==> config.mk <==
export PLATFORM = sky130hd
export DESIGN_NAME = ppp_top
export DESIGN_NICKNAME = d
export VERILOG_FILES = /design/src/common/ppp_pkg.sv /design/src/verilog/ppp_port.sv /design/src/verilog/ppp_top.sv
export VERILOG_INCLUDE_DIRS = /design/src /design/src/common
export SDC_FILE = /design/constraint.sdc
export NUM_CORES = 1
export LEC_CHECK = 0
export BUFFER_PORTS_ARGS = -buffer_cell sky130_fd_sc_hd__buf_4
export CAP_MARGIN = 20
export CORE_ASPECT_RATIO = 1.2
export CORE_UTILIZATION = 50
export CTS_CLUSTER_SIZE = 30
export DETAILED_ROUTE_END_ITERATION = 12
export GPL_TIMING_DRIVEN = 0
export PLACE_DENSITY = 0.74
export REMOVE_ABC_BUFFERS = 1
export SYNTH_ARGS = -nofsm -noshare
export SYNTH_HDL_FRONTEND = slang
export SYNTH_SLANG_ARGS = --single-unit
==> constraint.sdc <==
create_clock -name pclk -period 4.75 [get_ports pclk]
set_clock_uncertainty 0.05 [all_clocks]
set_input_delay 0.475 -clock pclk [delete_from_list [all_inputs] [get_ports pclk]]
set_output_delay 0.475 -clock pclk [all_outputs]
set_load 0.02 [all_outputs]
==> src/common/ppp_regs.svh <==
`ifndef PPP_REGS_SVH
`define PPP_REGS_SVH

// byte addresses of the register words
`define PPP_OFS_VAL_A 12'h000
`define PPP_OFS_VAL_B 12'h004
`define PPP_OFS_DIR_A 12'h008
`define PPP_OFS_DIR_B 12'h00C
`define PPP_OFS_OPT_A 12'h010
`define PPP_OFS_OPT_B 12'h014
`define PPP_OFS_ALT_A 12'h018
`define PPP_OFS_ALT_B 12'h01C
`define PPP_OFS_IRQ_CFG 12'h020
`define PPP_OFS_IRQ_STAT 12'h024
`define PPP_OFS_IRQ_MASK 12'h028

// irq_config_reg field positions
`define PPP_CFG_A_LEVEL_BIT 6
`define PPP_CFG_B_RISE_BIT 5
`define PPP_CFG_ALLOW_BIT 4

// status and mask field positions
`define PPP_STAT_A_BIT 0
`define PPP_STAT_B_BIT 1

// reset values
`define PPP_RST_BYTE 8'h00
// pins come out of reset as pulled-up inputs, so the idle pin level is high too
`define PPP_RST_PULL 8'hFF
`define PPP_RST_BIT 1'b0
`define PPP_RST_WORD 32'h0000_0000

`endif

==> src/common/ppp_pkg.sv <==
package ppp_pkg;

  typedef enum logic [1:0] {
    TRIG_FALL,
    TRIG_RISE,
    TRIG_LOW
  } ppp_trig_t;

  typedef struct packed {
    logic [7:0] dir;
    logic [7:0] latch;
    logic [7:0] opt;
    logic [7:0] alt;
  } ppp_pincfg_t;

  typedef struct packed {
    logic [7:0] out;
    logic [7:0] oe;
    logic [7:0] pull_en;
    logic [7:0] ana_sel;
  } ppp_pad_t;

  typedef struct packed {
    ppp_pad_t pad;
    logic [7:0] prev;
    logic req;
  } ppp_port_st_t;

  typedef struct packed {
    logic [1:0][7:0] latch;
    logic [1:0][7:0] dir;
    logic [1:0][7:0] opt;
    logic [1:0][7:0] alt;
    logic a_level;
    logic b_rise;
    logic allow;
    logic [1:0] stat;
    logic [1:0] mask;
    logic pready;
    logic pslverr;
    logic [31:0] prdata;
    logic irq;
  } ppp_state_t;

endpackage

==> src/verilog/ppp_port.sv <==
`timescale 1ns/1ps
`default_nettype none
`include "ppp_regs.svh"

module ppp_port
  import ppp_pkg::*;
(
  input wire logic clk,
  input wire logic rst_n,
  input wire logic ce,
  input wire ppp_pincfg_t cfg,
  input wire logic [7:0] pin_in,
  input wire logic [7:0] alt_out,
  input wire ppp_trig_t trig,
  input wire logic allow,
  output var ppp_pad_t pad,
  output var logic req
);

  ppp_port_st_t st_reg;
  ppp_port_st_t st_next;
  logic [7:0] irq_en;
  logic [7:0] drive;
  logic [7:0] cond;

  always_comb
  begin
    st_next = st_reg;
    // interrupt variant: input, option 1, value 0
    irq_en = ~cfg.dir & cfg.opt & ~cfg.latch;
    // alternate mode swaps the latch for the peripheral's signal
    drive = (cfg.alt & alt_out) | (~cfg.alt & cfg.latch);
    st_next.pad.out = drive;
    // open drain only switches the low side; a one floats
    st_next.pad.oe = cfg.dir & (cfg.opt | ~drive);
    st_next.pad.pull_en = ~cfg.dir & ~cfg.latch;
    st_next.pad.ana_sel = ~cfg.dir & cfg.opt & cfg.latch;
    case (trig)
      TRIG_FALL: cond = st_reg.prev & ~pin_in;
      TRIG_RISE: cond = ~st_reg.prev & pin_in;
      TRIG_LOW: cond = ~pin_in;
      default: cond = 8'h00;
    endcase
    st_next.req = allow & (|(irq_en & cond));
    st_next.prev = pin_in;
  end

  always_ff @(posedge clk or negedge rst_n)
  begin
    if (!rst_n)
      // edge memory starts at the pulled-up level: no false edge after reset
      st_reg <= '{pad: '{out: `PPP_RST_BYTE, oe: `PPP_RST_BYTE, pull_en: `PPP_RST_PULL,
                         ana_sel: `PPP_RST_BYTE}, prev: `PPP_RST_PULL, req: `PPP_RST_BIT};
    else if (ce)
      st_reg <= st_next;
  end

  assign pad = st_reg.pad;
  assign req = st_reg.req;

endmodule

`default_nettype wire

==> src/verilog/ppp_top.sv <==
// Notes on behaviour
// two ports of eight pins, each pin configured on its own.
// direction, value latch and option registers per port; bit x drives pin x.
// reset clears every register: all pins pulled-up inputs, no interrupts.
// direction zero makes an input; value reads return the live pin level.
// input variants by option/value: pull-up, floating, pull-up with irq, analog.
// any input pin joins the interrupt system in the irq input variant.
// trigger chosen per port: falling edge, rising edge or low level.
// port A falling or low level; port B falling or rising edge.
// a pin event requests only in irq variant and with global allow set.
// analog variant routes the pin toward the 8-bit converter.
// software keeps at most one pin in the analog variant at once.
// direction one makes an output; the latch is driven onto the pin.
// value reads of output pins return the latch contents.
// option one gives push-pull drive, option zero open drain.
// latch zero drives low; one drives high or floats in open drain.
// a pin carries port data or an on-chip peripheral's signal.
// software configures the pin itself for any peripheral that uses it.
// each port merges its enabled pin triggers into one request line.
`timescale 1ns/1ps
`default_nettype none
`include "ppp_regs.svh"

module ppp_top
  import ppp_pkg::*;
(
  input wire logic pclk,
  input wire logic presetn,
  input wire logic pce,
  input wire logic psel,
  input wire logic penable,
  input wire logic pwrite,
  input wire logic [11:0] paddr,
  input wire logic [31:0] pwdata,
  input wire logic [3:0] pstrb,
  output var logic [31:0] prdata,
  output var logic pready,
  output var logic pslverr,
  input wire logic [7:0] pa_in,
  input wire logic [7:0] pb_in,
  input wire logic [7:0] pa_alt_out,
  input wire logic [7:0] pb_alt_out,
  output var logic [7:0] pa_out,
  output var logic [7:0] pa_oe,
  output var logic [7:0] pa_pull_en,
  output var logic [7:0] pa_ana_sel,
  output var logic [7:0] pb_out,
  output var logic [7:0] pb_oe,
  output var logic [7:0] pb_pull_en,
  output var logic [7:0] pb_ana_sel,
  output var logic irq_req_a,
  output var logic irq_req_b,
  output var logic irq
);

  ppp_state_t st_reg;
  ppp_state_t st_next;
  logic [1:0][7:0] pin_in;
  logic [1:0][7:0] alt_out;
  ppp_pincfg_t [1:0] cfg;
  ppp_trig_t [1:0] trig;
  ppp_pad_t [1:0] pad;
  logic [1:0] req;
  logic access;
  logic known;
  logic do_write;
  logic [1:0] stat_clr;
  logic [31:0] rd_word;

  function automatic logic hit(input logic [11:0] addr, input logic [11:0] ofs);
    hit = (addr == ofs);
  endfunction

  // input pins show the pad, output pins the latch
  function automatic logic [7:0] rd_mix(input logic [7:0] dir, input logic [7:0] latch,
                                        input logic [7:0] pin);
    rd_mix = (dir & latch) | (~dir & pin);
  endfunction

  function automatic logic [31:0] byte_word(input logic [7:0] b);
    byte_word = {24'h000000, b};
  endfunction

  assign pin_in = {pb_in, pa_in};
  assign alt_out = {pb_alt_out, pa_alt_out};

  // port A level/edge select and port B edge select
  assign trig[0] = st_reg.a_level ? TRIG_LOW : TRIG_FALL;
  assign trig[1] = st_reg.b_rise ? TRIG_RISE : TRIG_FALL;

  genvar g;
  generate
    for (g = 0; g < 2; g = g + 1)
    begin : g_port
      assign cfg[g] = '{dir: st_reg.dir[g], latch: st_reg.latch[g], opt: st_reg.opt[g],
                        alt: st_reg.alt[g]};
      // one instance per port, every pin handled bitwise and alike
      ppp_port u_port (
        .clk(pclk),
        .rst_n(presetn),
        .ce(pce),
        .cfg(cfg[g]),
        .pin_in(pin_in[g]),
        .alt_out(alt_out[g]),
        .trig(trig[g]),
        .allow(st_reg.allow),
        .pad(pad[g]),
        .req(req[g])
      );
    end
  endgenerate

  always_comb
  begin
    access = psel & penable;
    known = hit(paddr, `PPP_OFS_VAL_A) | hit(paddr, `PPP_OFS_VAL_B) |
            hit(paddr, `PPP_OFS_DIR_A) | hit(paddr, `PPP_OFS_DIR_B) |
            hit(paddr, `PPP_OFS_OPT_A) | hit(paddr, `PPP_OFS_OPT_B) |
            hit(paddr, `PPP_OFS_ALT_A) | hit(paddr, `PPP_OFS_ALT_B) |
            hit(paddr, `PPP_OFS_IRQ_CFG) | hit(paddr, `PPP_OFS_IRQ_STAT) |
            hit(paddr, `PPP_OFS_IRQ_MASK);
    // writes land only on the completing edge, with byte lane 0 enabled
    do_write = access & st_reg.pready & pwrite & pstrb[0] & known;

    rd_word = `PPP_RST_WORD;
    if (hit(paddr, `PPP_OFS_VAL_A))
      rd_word = byte_word(rd_mix(st_reg.dir[0], st_reg.latch[0], pin_in[0]));
    else if (hit(paddr, `PPP_OFS_VAL_B))
      rd_word = byte_word(rd_mix(st_reg.dir[1], st_reg.latch[1], pin_in[1]));
    else if (hit(paddr, `PPP_OFS_DIR_A))
      rd_word = byte_word(st_reg.dir[0]);
    else if (hit(paddr, `PPP_OFS_DIR_B))
      rd_word = byte_word(st_reg.dir[1]);
    else if (hit(paddr, `PPP_OFS_OPT_A))
      rd_word = byte_word(st_reg.opt[0]);
    else if (hit(paddr, `PPP_OFS_OPT_B))
      rd_word = byte_word(st_reg.opt[1]);
    else if (hit(paddr, `PPP_OFS_ALT_A))
      rd_word = byte_word(st_reg.alt[0]);
    else if (hit(paddr, `PPP_OFS_ALT_B))
      rd_word = byte_word(st_reg.alt[1]);
    else if (hit(paddr, `PPP_OFS_IRQ_CFG))
    begin
      rd_word[`PPP_CFG_A_LEVEL_BIT] = st_reg.a_level;
      rd_word[`PPP_CFG_B_RISE_BIT] = st_reg.b_rise;
      rd_word[`PPP_CFG_ALLOW_BIT] = st_reg.allow;
    end
    else if (hit(paddr, `PPP_OFS_IRQ_STAT))
      rd_word[1:0] = st_reg.stat;
    else if (hit(paddr, `PPP_OFS_IRQ_MASK))
      rd_word[1:0] = st_reg.mask;

    st_next = st_reg;
    // one wait state: pready rises in the second access cycle
    st_next.pready = access & ~st_reg.pready;
    // error flag stands only beside pready, never lingers into idle cycles
    st_next.pslverr = 1'b0;
    if (access && !st_reg.pready)
    begin
      st_next.pslverr = ~known;
      st_next.prdata = pwrite ? `PPP_RST_WORD : rd_word;
    end

    stat_clr = 2'b00;
    if (do_write)
    begin
      // in input mode the latch still steers pull-up, irq and analog
      if (hit(paddr, `PPP_OFS_VAL_A))
        st_next.latch[0] = pwdata[7:0];
      if (hit(paddr, `PPP_OFS_VAL_B))
        st_next.latch[1] = pwdata[7:0];
      if (hit(paddr, `PPP_OFS_DIR_A))
        st_next.dir[0] = pwdata[7:0];
      if (hit(paddr, `PPP_OFS_DIR_B))
        st_next.dir[1] = pwdata[7:0];
      if (hit(paddr, `PPP_OFS_OPT_A))
        st_next.opt[0] = pwdata[7:0];
      if (hit(paddr, `PPP_OFS_OPT_B))
        st_next.opt[1] = pwdata[7:0];
      // no pin is claimed until software sets its alternate bit
      if (hit(paddr, `PPP_OFS_ALT_A))
        st_next.alt[0] = pwdata[7:0];
      if (hit(paddr, `PPP_OFS_ALT_B))
        st_next.alt[1] = pwdata[7:0];
      if (hit(paddr, `PPP_OFS_IRQ_CFG))
      begin
        st_next.a_level = pwdata[`PPP_CFG_A_LEVEL_BIT];
        st_next.b_rise = pwdata[`PPP_CFG_B_RISE_BIT];
        st_next.allow = pwdata[`PPP_CFG_ALLOW_BIT];
      end
      if (hit(paddr, `PPP_OFS_IRQ_STAT))
        stat_clr = pwdata[1:0];
      if (hit(paddr, `PPP_OFS_IRQ_MASK))
        st_next.mask = pwdata[1:0];
    end

    // set beats a clear in the same cycle; a held low level keeps setting
    st_next.stat = (st_reg.stat & ~stat_clr) | req;
    st_next.irq = |(st_next.stat & st_next.mask);
  end

  always_ff @(posedge pclk or negedge presetn)
  begin
    if (!presetn)
      st_reg <= '0;
    else if (pce)
      st_reg <= st_next;
  end

  assign prdata = st_reg.prdata;
  assign pready = st_reg.pready;
  assign pslverr = st_reg.pslverr;
  assign pa_out = pad[0].out;
  assign pa_oe = pad[0].oe;
  assign pa_pull_en = pad[0].pull_en;
  assign pa_ana_sel = pad[0].ana_sel;
  assign pb_out = pad[1].out;
  assign pb_oe = pad[1].oe;
  assign pb_pull_en = pad[1].pull_en;
  assign pb_ana_sel = pad[1].ana_sel;
  assign irq_req_a = req[0];
  assign irq_req_b = req[1];
  assign irq = st_reg.irq;

endmodule

`default_nettype wire

# Word-level counts from Yosys, hierarchy flattened
# Cells that the tools add are included.
# word_totals
register_bits,188
input_bits,86
output_inout_bits,101
wordCells,152
# op_classes
n_eq_ne,14
muxes,25
bitwise_logic,66
n_reduce_logical,18
# ops
operator,count
$and A8 B8 Y8,24
$not A8 Y8,12
$mux W8,7
$eq A12 B5 Y1 const B,4
$or A8 B8 Y8,6
$pmux W8 S3,2
$eq A12 B6 Y1 const B,3
$mux W33,1
$mux W32,1
$reduce_and A3 Y1,9
$eq A12 B4 Y1 const B,2
$mux W2,10
$reduce_or A8 Y1,2
$eq A12 B3 Y1 const B,1
$logic_not A12 Y1,1
$or A1 B1 Y1,10
$and A1 B1 Y1,8
$mux W3,2
$and A2 B2 Y2,2
$logic_not A2 Y1,2
$eq A1 B2 Y1 const B,1
$eq A2 B1 Y1 const B,1
$eq A2 B2 Y1 const B,1
$mux W1,2
other kinds (8),9

# Depth between registers and ports, before layout
# Gate-level depths: netlist (run 1).
# depth
word_depth,18
depth_mapped,8
ltp_nobuf,5

# Modules after synthesis
# A second synthesis (run 1) with hierarchy kept.
# hier_totals
cells_unflattened,848
area_unflattened_um2,9041.2
# modules_own_cells
mod,n_inst,cells_per_inst,area_each_um2,seq_area_each_um2
ppp_top,1,404,4521.8,2052.0
ppp_port,2,222,2259.7,1046.0

# Worst setup path after synthesis (run 1)
# Ideal clock, no wire load.
# synth_timing
kind,input -> register
from,input port paddr[5]
to,"register st_reg, in the netlist cfg[10]"
setup_ns,0.125
arrival_time_ns,2.361
required_ns,4.575
slack_ns,2.214
stages,6
path_buffers,3
cell_sequence,clkbuf_2 or4b_2 clkbuf_1 buf_2 nor3_4 mux2_2
# synth_via
elab_chain_len,13
word_cells_on_any_way,23
cone_classes,10 x eq/ne; 11 x bitwise; 2 x reduce/logical
# synth_rtl
element,line_no,text
start: declaration,ppp_top.sv:33,"input wire logic [11:0] paddr,"
$eq A12 B3 Y1 / $logic_not A12 Y1 (equally long branches),ppp_top.sv:71,hit = (addr == ofs);
$or A1 B1 Y1 (10 in a row),ppp_top.sv:116,"known = hit(paddr, `PPP_OFS_VAL_A) | hit(paddr, `PPP_OFS_VAL_B) |"
$and A1 B1 Y1,ppp_top.sv:123,do_write = access & st_reg.pready & pwrite & pstrb[0] & known;
$reduce_and A3 Y1 (no source line) (*),-,
end signal: assignment,ppp_top.sv:207,st_reg <= st_next;
end: declaration,ppp_top.sv:56,ppp_state_t st_reg;
# Every way passes the cells marked *; elsewhere a longest branch is shown, timed or not.
# A chain may end at the register's enable or synchronous reset.

# Worst setup path after layout (run 1)
# layout_timing
from,input port pce
to,"register st_reg, in the netlist cfg[38]"
# layout_via
elab_chain_len,1
# layout_rtl
element,line_no,text
start: declaration,ppp_top.sv:29,"input wire logic pce,"
$reduce_and A3 Y1 (no source line),-,
# Every way passes these cells.

==> run metrics, run 1 <==
DR vias 6,410; run status complete, no violations; Post-Syn Area per Cell 10.7 µm²; placed instance area 9350 µm²; wire length on met3 1380 µm; r2r worst-path depth 5; highest routed layer met4; setup_tns 0 ps; most frequent cells in the layout buf_4, dfrtp_1, mux2_2, nor2_1; max_cap viols 0; metal2 WL 10,600 µm; fill count 1,428; CP Launch Type input pin; Pwr Density 315 nW/µm²; first-pass GRT wire length 34,800 µm; Sinks on Clock Net 164; worst hold endpoint g_port[0].u_port.st_reg[3]; Non-Filler Instances 1,093; hold_sp pa_in[2]; Die H 147 µm; antenna fix cells 0; count of hold-fix buffers inserted at cts 1; Post-layout nets 952; Routability Congestion 0.903; RSZ-0062 raised after global routing no; max frequency 282 MHz; largest net degree at the start of global routing 115; # H-tree levels 4; library cells used by synthesis 64; EDFF count, synth 0; TritonRoute pass-1 iters 5; commonest non-fill, non-tap cell in the layout buf_4; DIE AREA 18,100 µm²; die width 123 µm; number of setup buffers added after CTS 0; port bufs 135; via-per-instance ratio 5.86; Design Area, Final 9970 µm²; Clock Tree Root clkbuf_16; hold path depth 2; synth warn 0; CORE AREA 17,000 µm²; worst-margin pin slew 883 ps; final antenna-violating net count 0; critical path type in -> reg; vias in the first global route 6,256; Bufs on Longest Clock Path 2; Syn Inst Count 821; Initial Util 51.5%; Synth Cell Area 8780 µm²; # IOs 187; worst-path fanout max 58; crit path time final 3550 ps; layout cells sized above 1 35.7%; Reg2Reg Setup Slack 1920 ps; worst hold path type in -> reg; All-Layer GR Usage 25.4%; Post-route DRC 0; Final period util 74.7%; post-DP HPWL 15,300 µm; Final Max Slew Viols 0; final setup fails 0; initial antenna violation count 0; 1st-iter DRT viols 588; synthesized flop and latch total 164; Lkg Pwr 0.00447 µW; aggregate global routing overflow 0; Max rail drop VDD 0.216 mV; mean routed wirelength per cell 20.2 µm; Max-slew headroom 40.9%; Layout area overhead 13.5%; Top FF cell, synth dfrtp_1; clock latency on the worst-skew pair 430 ps; final hold vios 0; worst slack at placement 342 ps; worst r2r src pready; post-synthesis sequential area ratio 47.2%; Reg clk slew, reported paths 60 ps; CTS tree done; CTS Buf Count 17; row count 52; PostCTS Resize Cnt 0; met1 wire length 9560 µm; Routed WL 22,000 µm; final worst slack 1200 ps; Crit Reg-Reg Endpoint cfg[38]; Arr. time, crit path 3810 ps; placed cell count 1,060; Worst Setup End Kind flop; async set-reset flop share out of synthesis 100%; CP required 5010 ps
==> where the power goes <==
group / switching, µW / leakage (µW) / internal [µW] / total, µW
logic: 176 / 0.00203 / 103 / 280
clock network: 554 / 0.000284 / 844 / 1400
registers: 19.0 / 0.00215 / 1440 / 1460
==> metal layers <==
layer | vias up | global-route usage [%]
met4 | 0 | 9.64
met5 | - | 0
met1 | 3199 | 34.5
met3 | 37 | 5.28
met2 | 244 | 39.9
li1 | 2930 | -
==> worst max-delay path by stage <==
stage | slack, ps | startpoint | cells past startpoint | to
6_report | 1200 | pce | 6 | cfg[38]
2_1_floorplan | 1550 | paddr[4] | 4 | cfg[16]
3_5_place_dp | 340 | pce | 5 | cfg[34]
5_1_grt | 1020 | pce | 6 | cfg[38]
4_1_cts | 790 | pce | 5 | cfg[34]
3_3_place_gp | -150 | paddr[4] | 5 | cfg[54]
==> cell usage after synthesis, types with 3 or more instances <==
cell type  count  area share, %
nor3_1         4           0.23
a22o_1         3           0.30
a32o_1         7           0.80
clkbuf_1      35            1.5
o21ai_0       43            2.5
a21oi_1       35            2.0
o2bb2ai_1     11            1.1
or4_1          3           0.26
nand4b_1       3           0.30
buf_4         97            8.3
o211ai_1      21            1.8
o22ai_1       12           0.85
a22oi_1       10           0.85
dfrtp_1      132             38
o31ai_1       14            1.2
nor3_4         7            1.3
mux2i_1       25            2.8
nand2b_1      24            1.7
a311oi_1       4           0.40
nand3_1       10           0.57
mux2_2        85             11
nand2_1       43            1.8
nor2_1        50            2.1
mux2_4         8            1.4
dfstp_2       32            9.6
nand4_1        4           0.28
a32oi_1        3           0.30
nor2b_1        6           0.43
o2111ai_1      6           0.60
a211oi_1       4           0.34
buf_1          4           0.17
inv_1         33            1.4
==> area by class of cell <==
class / count / area [µm²] / area share (%)
Sequential cell: 164 / 4140 / 41.6
Clock inverter: 10 / 133 / 1.33
Inverter: 33 / 124 / 1.24
Multi-Input combinational cell: 508 / 3710 / 37.2
Tap cell: 216 / 270 / 2.71
Timing Repair Buffer: 142 / 1130 / 11.4
Clock buffer: 20 / 457 / 4.58
==> per-stage QoR <==
stage | hold slack, ps | power (µW) | util [%]
5_1_grt | 229 | 3240 | 58.5
6_report | 240 | 3140 | 58.5
3_3_place_gp | 422 | 1750 | 54.3
3_5_place_dp | 422 | 1760 | 54.8
4_1_cts | 224 | 3160 | 58.3
2_1_floorplan | 129 | 1600 | -
==> critical path: stages <==
cell,delay [ps]
buf_4,470
buf_12,310
inv_1,420
or4_1,980
or3_1,730
mux2_4,400
==> cells by family (layout without fill, tap and decap cells) <==
| family | after synthesis | after routing | synth area share (%) |
|---|---|---|---|
| AND/OR/NAND/NOR | 172 | 172 | 10.9 |
| multiplexers | 119 | 119 | 15.4 |
| flip-flops | 164 | 164 | 47.2 |
| buffers and inverters | 172 | 205 | 11.6 |
| AO/OA/AOI/OAI | 193 | 193 | 14.9 |
| other | 1 | 24 | 0.0427 |
(Power assumes the default switching activity.)
==> run 2: changes to the inputs <==
Clock period 4.75 ns to 3.3 ns, I/O delays scaled along.
==> run 2 against run 1 <==
Highest routed layer unchanged. First-iteration DRC count fell by 4.9%. Critical path depth did not move. Core utilization rose by 0.11 points. Worst setup slack got worse by 880 ps. Cell area rose by 0.19%. Wire length rose by 0.69%. Final cell count rose by 0.27%. Clock power rose by 44%. Sequential share of layout area fell by 0.078 points.
==> run metrics, run 2 (same netlist as run 1, synthesis figures left out) <==
run status complete, no violations; crit-path cells buf_8 -> clkinvlp_4 -> buf_4 -> or4_1 -> or3_1 -> mux2_4; CP Launch Type input pin; switching power total 1080 µW; final hold vios 0; Sinks on Clock Net 164; Hold Slack 96.1 ps; FF+latch area 4140 µm²; crit path time final 2970 ps; largest net degree at the start of global routing 116; Max stage delay cell, worst path or4_1; Internal Power 3440 µW; Pwr Density 452 nW/µm²; Crit. Startpoint pce; Initial Util 51.5%; # H-tree levels 4; CTS tree done; antenna fix cells 0; Die H 147 µm; Clock Tree Root clkbuf_16; Final period util 90.1%; Routability Congestion 0.903; worst-path fanout max 115; port bufs 135; Worst Setup End Kind flop; worst r2r src pready; 1st-iter DRT viols 559; CP required 3560 ps; Crit path largest cell delay 860 ps; CTS Buf Count 17; All-Layer GR Usage 25.7%; # IOs 187; Sw Share 23.8%; Routed WL 22,200 µm; area of the multi-input gates 3710 µm²; DIE AREA 18,100 µm²; layout cells sized above 1 36.0%; critical path type in -> reg; max frequency 336 MHz; Comb power frac 9.0%; Post-layout nets 955; Bufs on Longest Clock Path 2; first-pass GRT wire length 35,100 µm; CORE AREA 17,000 µm²; Max rail drop VDD 0.309 mV; via-per-instance ratio 5.83; Layout area overhead 13.7%; die width 123 µm; final setup fails 0; utilization after layout 58.6%; post-DP HPWL 15,300 µm; Post-route DRC 0; most frequent cells in the layout buf_4, dfrtp_1, mux2_2, nor2_1; aggregate global routing overflow 0; mean routed wirelength per cell 20.3 µm; TritonRoute pass-1 iters 5; row count 52; Lkg Pwr 0.00447 µW; final antenna-violating net count 0; fill count 1,427; Arr. time, crit path 3230 ps; Flop pwr share 46.6%; worst hold path type in -> reg; hold_sp pa_in[2]; setup_tns 0 ps; vias in the first global route 6,259; clock latency on the worst-skew pair 430 ps; worst-margin pin slew 909 ps; DR vias 6,391; Reg clk slew, reported paths 60 ps; initial antenna violation count 0; Final Max Slew Viols 0; max_cap viols 0; Clock Power Share 44.4%; Max-slew headroom 39.2%; commonest non-fill, non-tap cell in the layout buf_4; RSZ-0062 raised after global routing no
==> run 2: power groups by stage <==
| stage | clock, µW | combinational (µW) | sequential (µW) |
|---|---|---|---|
| after floorplan | 0 | 136 | 2170 |
| after global placement | 0 | 382 | 2140 |
| after global routing | 2110 | 443 | 2110 |
| after detailed placement | 0 | 397 | 2140 |
| final | 2010 | 406 | 2100 |
| after CTS | 2040 | 404 | 2100 |
==> run 2: stage by stage <==
step | cell area, µm² | setup slack [ps] | power, µW | std cells
after global routing | 9990 | 213 | 4660 | 1096
after CTS | 9960 | 43.6 | 4550 | 1092
after global placement | 9260 | -1460 | 2520 | 1056
after detailed placement | 9350 | -963 | 2540 | 1060
final | 9990 | 327 | 4520 | 1096
after floorplan | 7970 | 242 | 2300 | 705
==> run 2: final cells by class <==
type | instances | area share (%)
inverter | 33 | 1.28
timing repair inverter | 1 | 0.0501
clock inverter | 10 | 1.33
tap | 216 | 2.71
timing repair buffer | 144 | 11.4
sequential | 164 | 41.5
multi-input combinational | 508 | 37.2
clock buffer | 20 | 4.57
==> run 2: metal layers <==
metal,global-route usage [%],wire length (µm),vias to the layer above
met5,0,0,-
met4,9.46,490,0
met3,5.71,1450,34
met2,40.2,10700,251
met1,34.8,9570,3170
li1,-,-,2936
==> run 2: worst paths after layout <==
check	end	slack, ps	cells past startpoint
min reg2reg	g_port[1].u_port.pad[14]	430	2
max	cfg[38]	330	6
min	g_port[0].u_port.st_reg[3]	100	2
min in group asynchronous	g_port[0].u_port.pad[31]	390	2
max in group asynchronous	g_port[1].u_port.st_reg[1]	1920	3
max reg2reg	cfg[38]	470	5
==> run 2: worst max-delay path, delay by kind of cell <==
kind                   cells  cell delay, ps
muxes                      1             400
buffers and inverters      3             880
and+or+nand+nor            2            1590
==> run 2: timing repair <==
item                                   4_1_cts  5_1_grt
cloned                                       1        0
setup endpoints to repair                   69       12
gates resized for setup                      3        0
hold buffers                                 1        0
setup buffers                                0        3
endpoints found under the hold margin       60        0
==> run 3: changes to the inputs <==
Settings changed: CELL_PAD_IN_SITES_DETAIL_PLACEMENT from default to 1, CELL_PAD_IN_SITES_GLOBAL_PLACEMENT from default to 1, CORE_UTILIZATION 50 to 43, PLACE_DENSITY 0.74 to default, PLACE_DENSITY_LB_ADDON from default to 0.1.
==> run 3 against run 2 <==
Die area up 16%. Wire length up 11%. Sequential power about the same. Sequential share of layout area down 0.21 points. Worst hold slack worse by 13 ps. Final cell count up 3.7%. Total power up 5.0%. Highest routed layer unchanged. Largest cell class unchanged. Register-to-register slack about the same. Via count up 1.1%. Critical endpoint is now cfg[37]. Non-clock buffer count down 5. Clock-buffer cell count down 2.
==> run metrics, run 3 (same netlist as run 1, synthesis figures left out) <==
aggregate global routing overflow 0; Max-slew headroom 28.2%; post-DP HPWL 17,300 µm; crit path time final 3200 ps; worst-path fanout max 114; Die H 159 µm; worst hold path type in -> reg; critical path type in -> reg; Initial Util 44.5%; Sinks on Clock Net 164; Layout area overhead 14.3%; CORE AREA 19,800 µm²; antenna fix cells 0; Worst Setup End Kind flop; Crit Reg-Reg Endpoint cfg[37]; met1 usage 33.0%; Clock Tree Root clkbuf_16; TritonRoute pass-1 iters 4; mean routed wirelength per cell 21.6 µm; vias in the first global route 6,713; worst r2r src pready; port bufs 135; run status complete, no violations; CP required 3570 ps; All-Layer GR Usage 24.6%; final setup fails 0; first-pass GRT wire length 39,100 µm; largest net degree at the start of global routing 115; # IOs 187; 1st-iter DRT viols 293; via-per-instance ratio 5.68; clock latency on the worst-skew pair 440 ps; Post-layout nets 949; Pwr Total 4750 µW; Max rail drop VDD 0.355 mV; critical path capture point cfg[37]; row count 56; Bufs on Longest Clock Path 2; Final period util 96.9%; met2 global-route usage 39.8%; max frequency 313 MHz; Routability Congestion 0.859; commonest non-fill, non-tap cell in the layout buf_4; met3 Use GR 4.14%; Reg2Reg Setup Slack 470 ps; max_cap viols 0; CTS Buf Count 17; final antenna-violating net count 0; Routed WL 24,600 µm; Post-route DRC 0; CTS tree done; layout cells sized above 1 35.7%; DIE AREA 21,000 µm²; Crit. Startpoint pce; DR vias 6,462; die width 132 µm; final hold vios 0; CP Launch Type input pin; RSZ-0062 raised after global routing no; Lkg Pwr 0.00448 µW; GRT Max-Usage Layer met2; worst-margin pin slew 1070 ps; Reg clk slew, reported paths 70 ps; setup_tns 0 ps; Pwr Density 473 nW/µm²; initial antenna violation count 0; Final Max Slew Viols 0; Arr. time, crit path 3470 ps; most frequent cells in the layout buf_4, dfrtp_1, mux2_2, nor2_1; # H-tree levels 4; r2r worst-path depth 5
run 3: cell types whose count changed in the layout (fill, tap and decap cells not counted), sizes merged:
cell | before | now
clkbuf | 20 | 18
clkdlybuf4s15 | 1 | 0
clkinv | 4 | 3
buf | 142 | 138
bufinv | 3 | 5
inv | 32 | 37
clkinvlp | 5 | 2
run 3: stage by stage:
stage,util (%),worst slack (ps),hold slack [ps],instance area (µm²),cells
finish,50.8,102,83.2,10000,1137
global placement,47.1,-1460,421,9310,1101
detailed placement,47.4,-1080,284,9370,1104
global route,50.8,7.90,77.7,10000,1137
CTS,50.8,103,70.1,10000,1137
floorplan,-,242,-15.6,7970,705
run 3: worst min path at each step:
stage                                  startpoint                          to  slack, ps  depth (start not counted)
final                                    pa_in[7]  g_port[0].u_port.st_reg[8]         80                          2
after global routing                     pa_in[7]  g_port[0].u_port.st_reg[8]         80                          2
after detailed placement                  presetn    g_port[1].u_port.pad[19]        280                          1
after floorplan                           presetn                      cfg[0]        -20                          0
after global placement    g_port[1].u_port.pad[4]     g_port[1].u_port.pad[4]        420                          1
after CTS                                pa_in[7]  g_port[0].u_port.st_reg[8]         70                          2
run 3: cell type report:
| cell class | instances | area [µm²] |
|---|---|---|
| clock buffers | 18 | 429 |
| clock inverters | 14 | 225 |
| fillers | 2160 | 9720 |
| inverters | 33 | 126 |
| multi-input cells | 508 | 3710 |
| flip-flops and latches | 164 | 4140 |
| well taps | 261 | 327 |
| repair buffers | 139 | 1080 |
run 3: power by group:
| group | internal, µW | total, µW | leakage (µW) | switching [µW] |
|---|---|---|---|---|
| Combinational | 144 | 404 | 0.00201 | 260 |
| Clock | 1360 | 2240 | 0.000313 | 882 |
| Sequential | 2080 | 2100 | 0.00215 | 27.3 |
run 3: timing repair:
| item | in CTS | in global routing |
|---|---|---|
| endpoints found under the setup margin | 69 | 0 |
| resized for setup | 3 | 0 |
| hold buffers | 1 | 0 |
| endpoints found under the hold margin | 56 | 0 |
| setup buffers | 0 | 0 |
run 3: worst max-delay path, stage by stage:
cell	delay [ps]
buf_8	520
inv_4	390
or4_1	950
or3_1	780
mux2_4	420
run 3: routing by layer:
metal / vias to the layer above / wire length [µm]
li1: 2934 / -
met1: 3298 / 11300
met2: 184 / 11600
met3: 46 / 1060
met4: 0 / 655
met5: - / 0
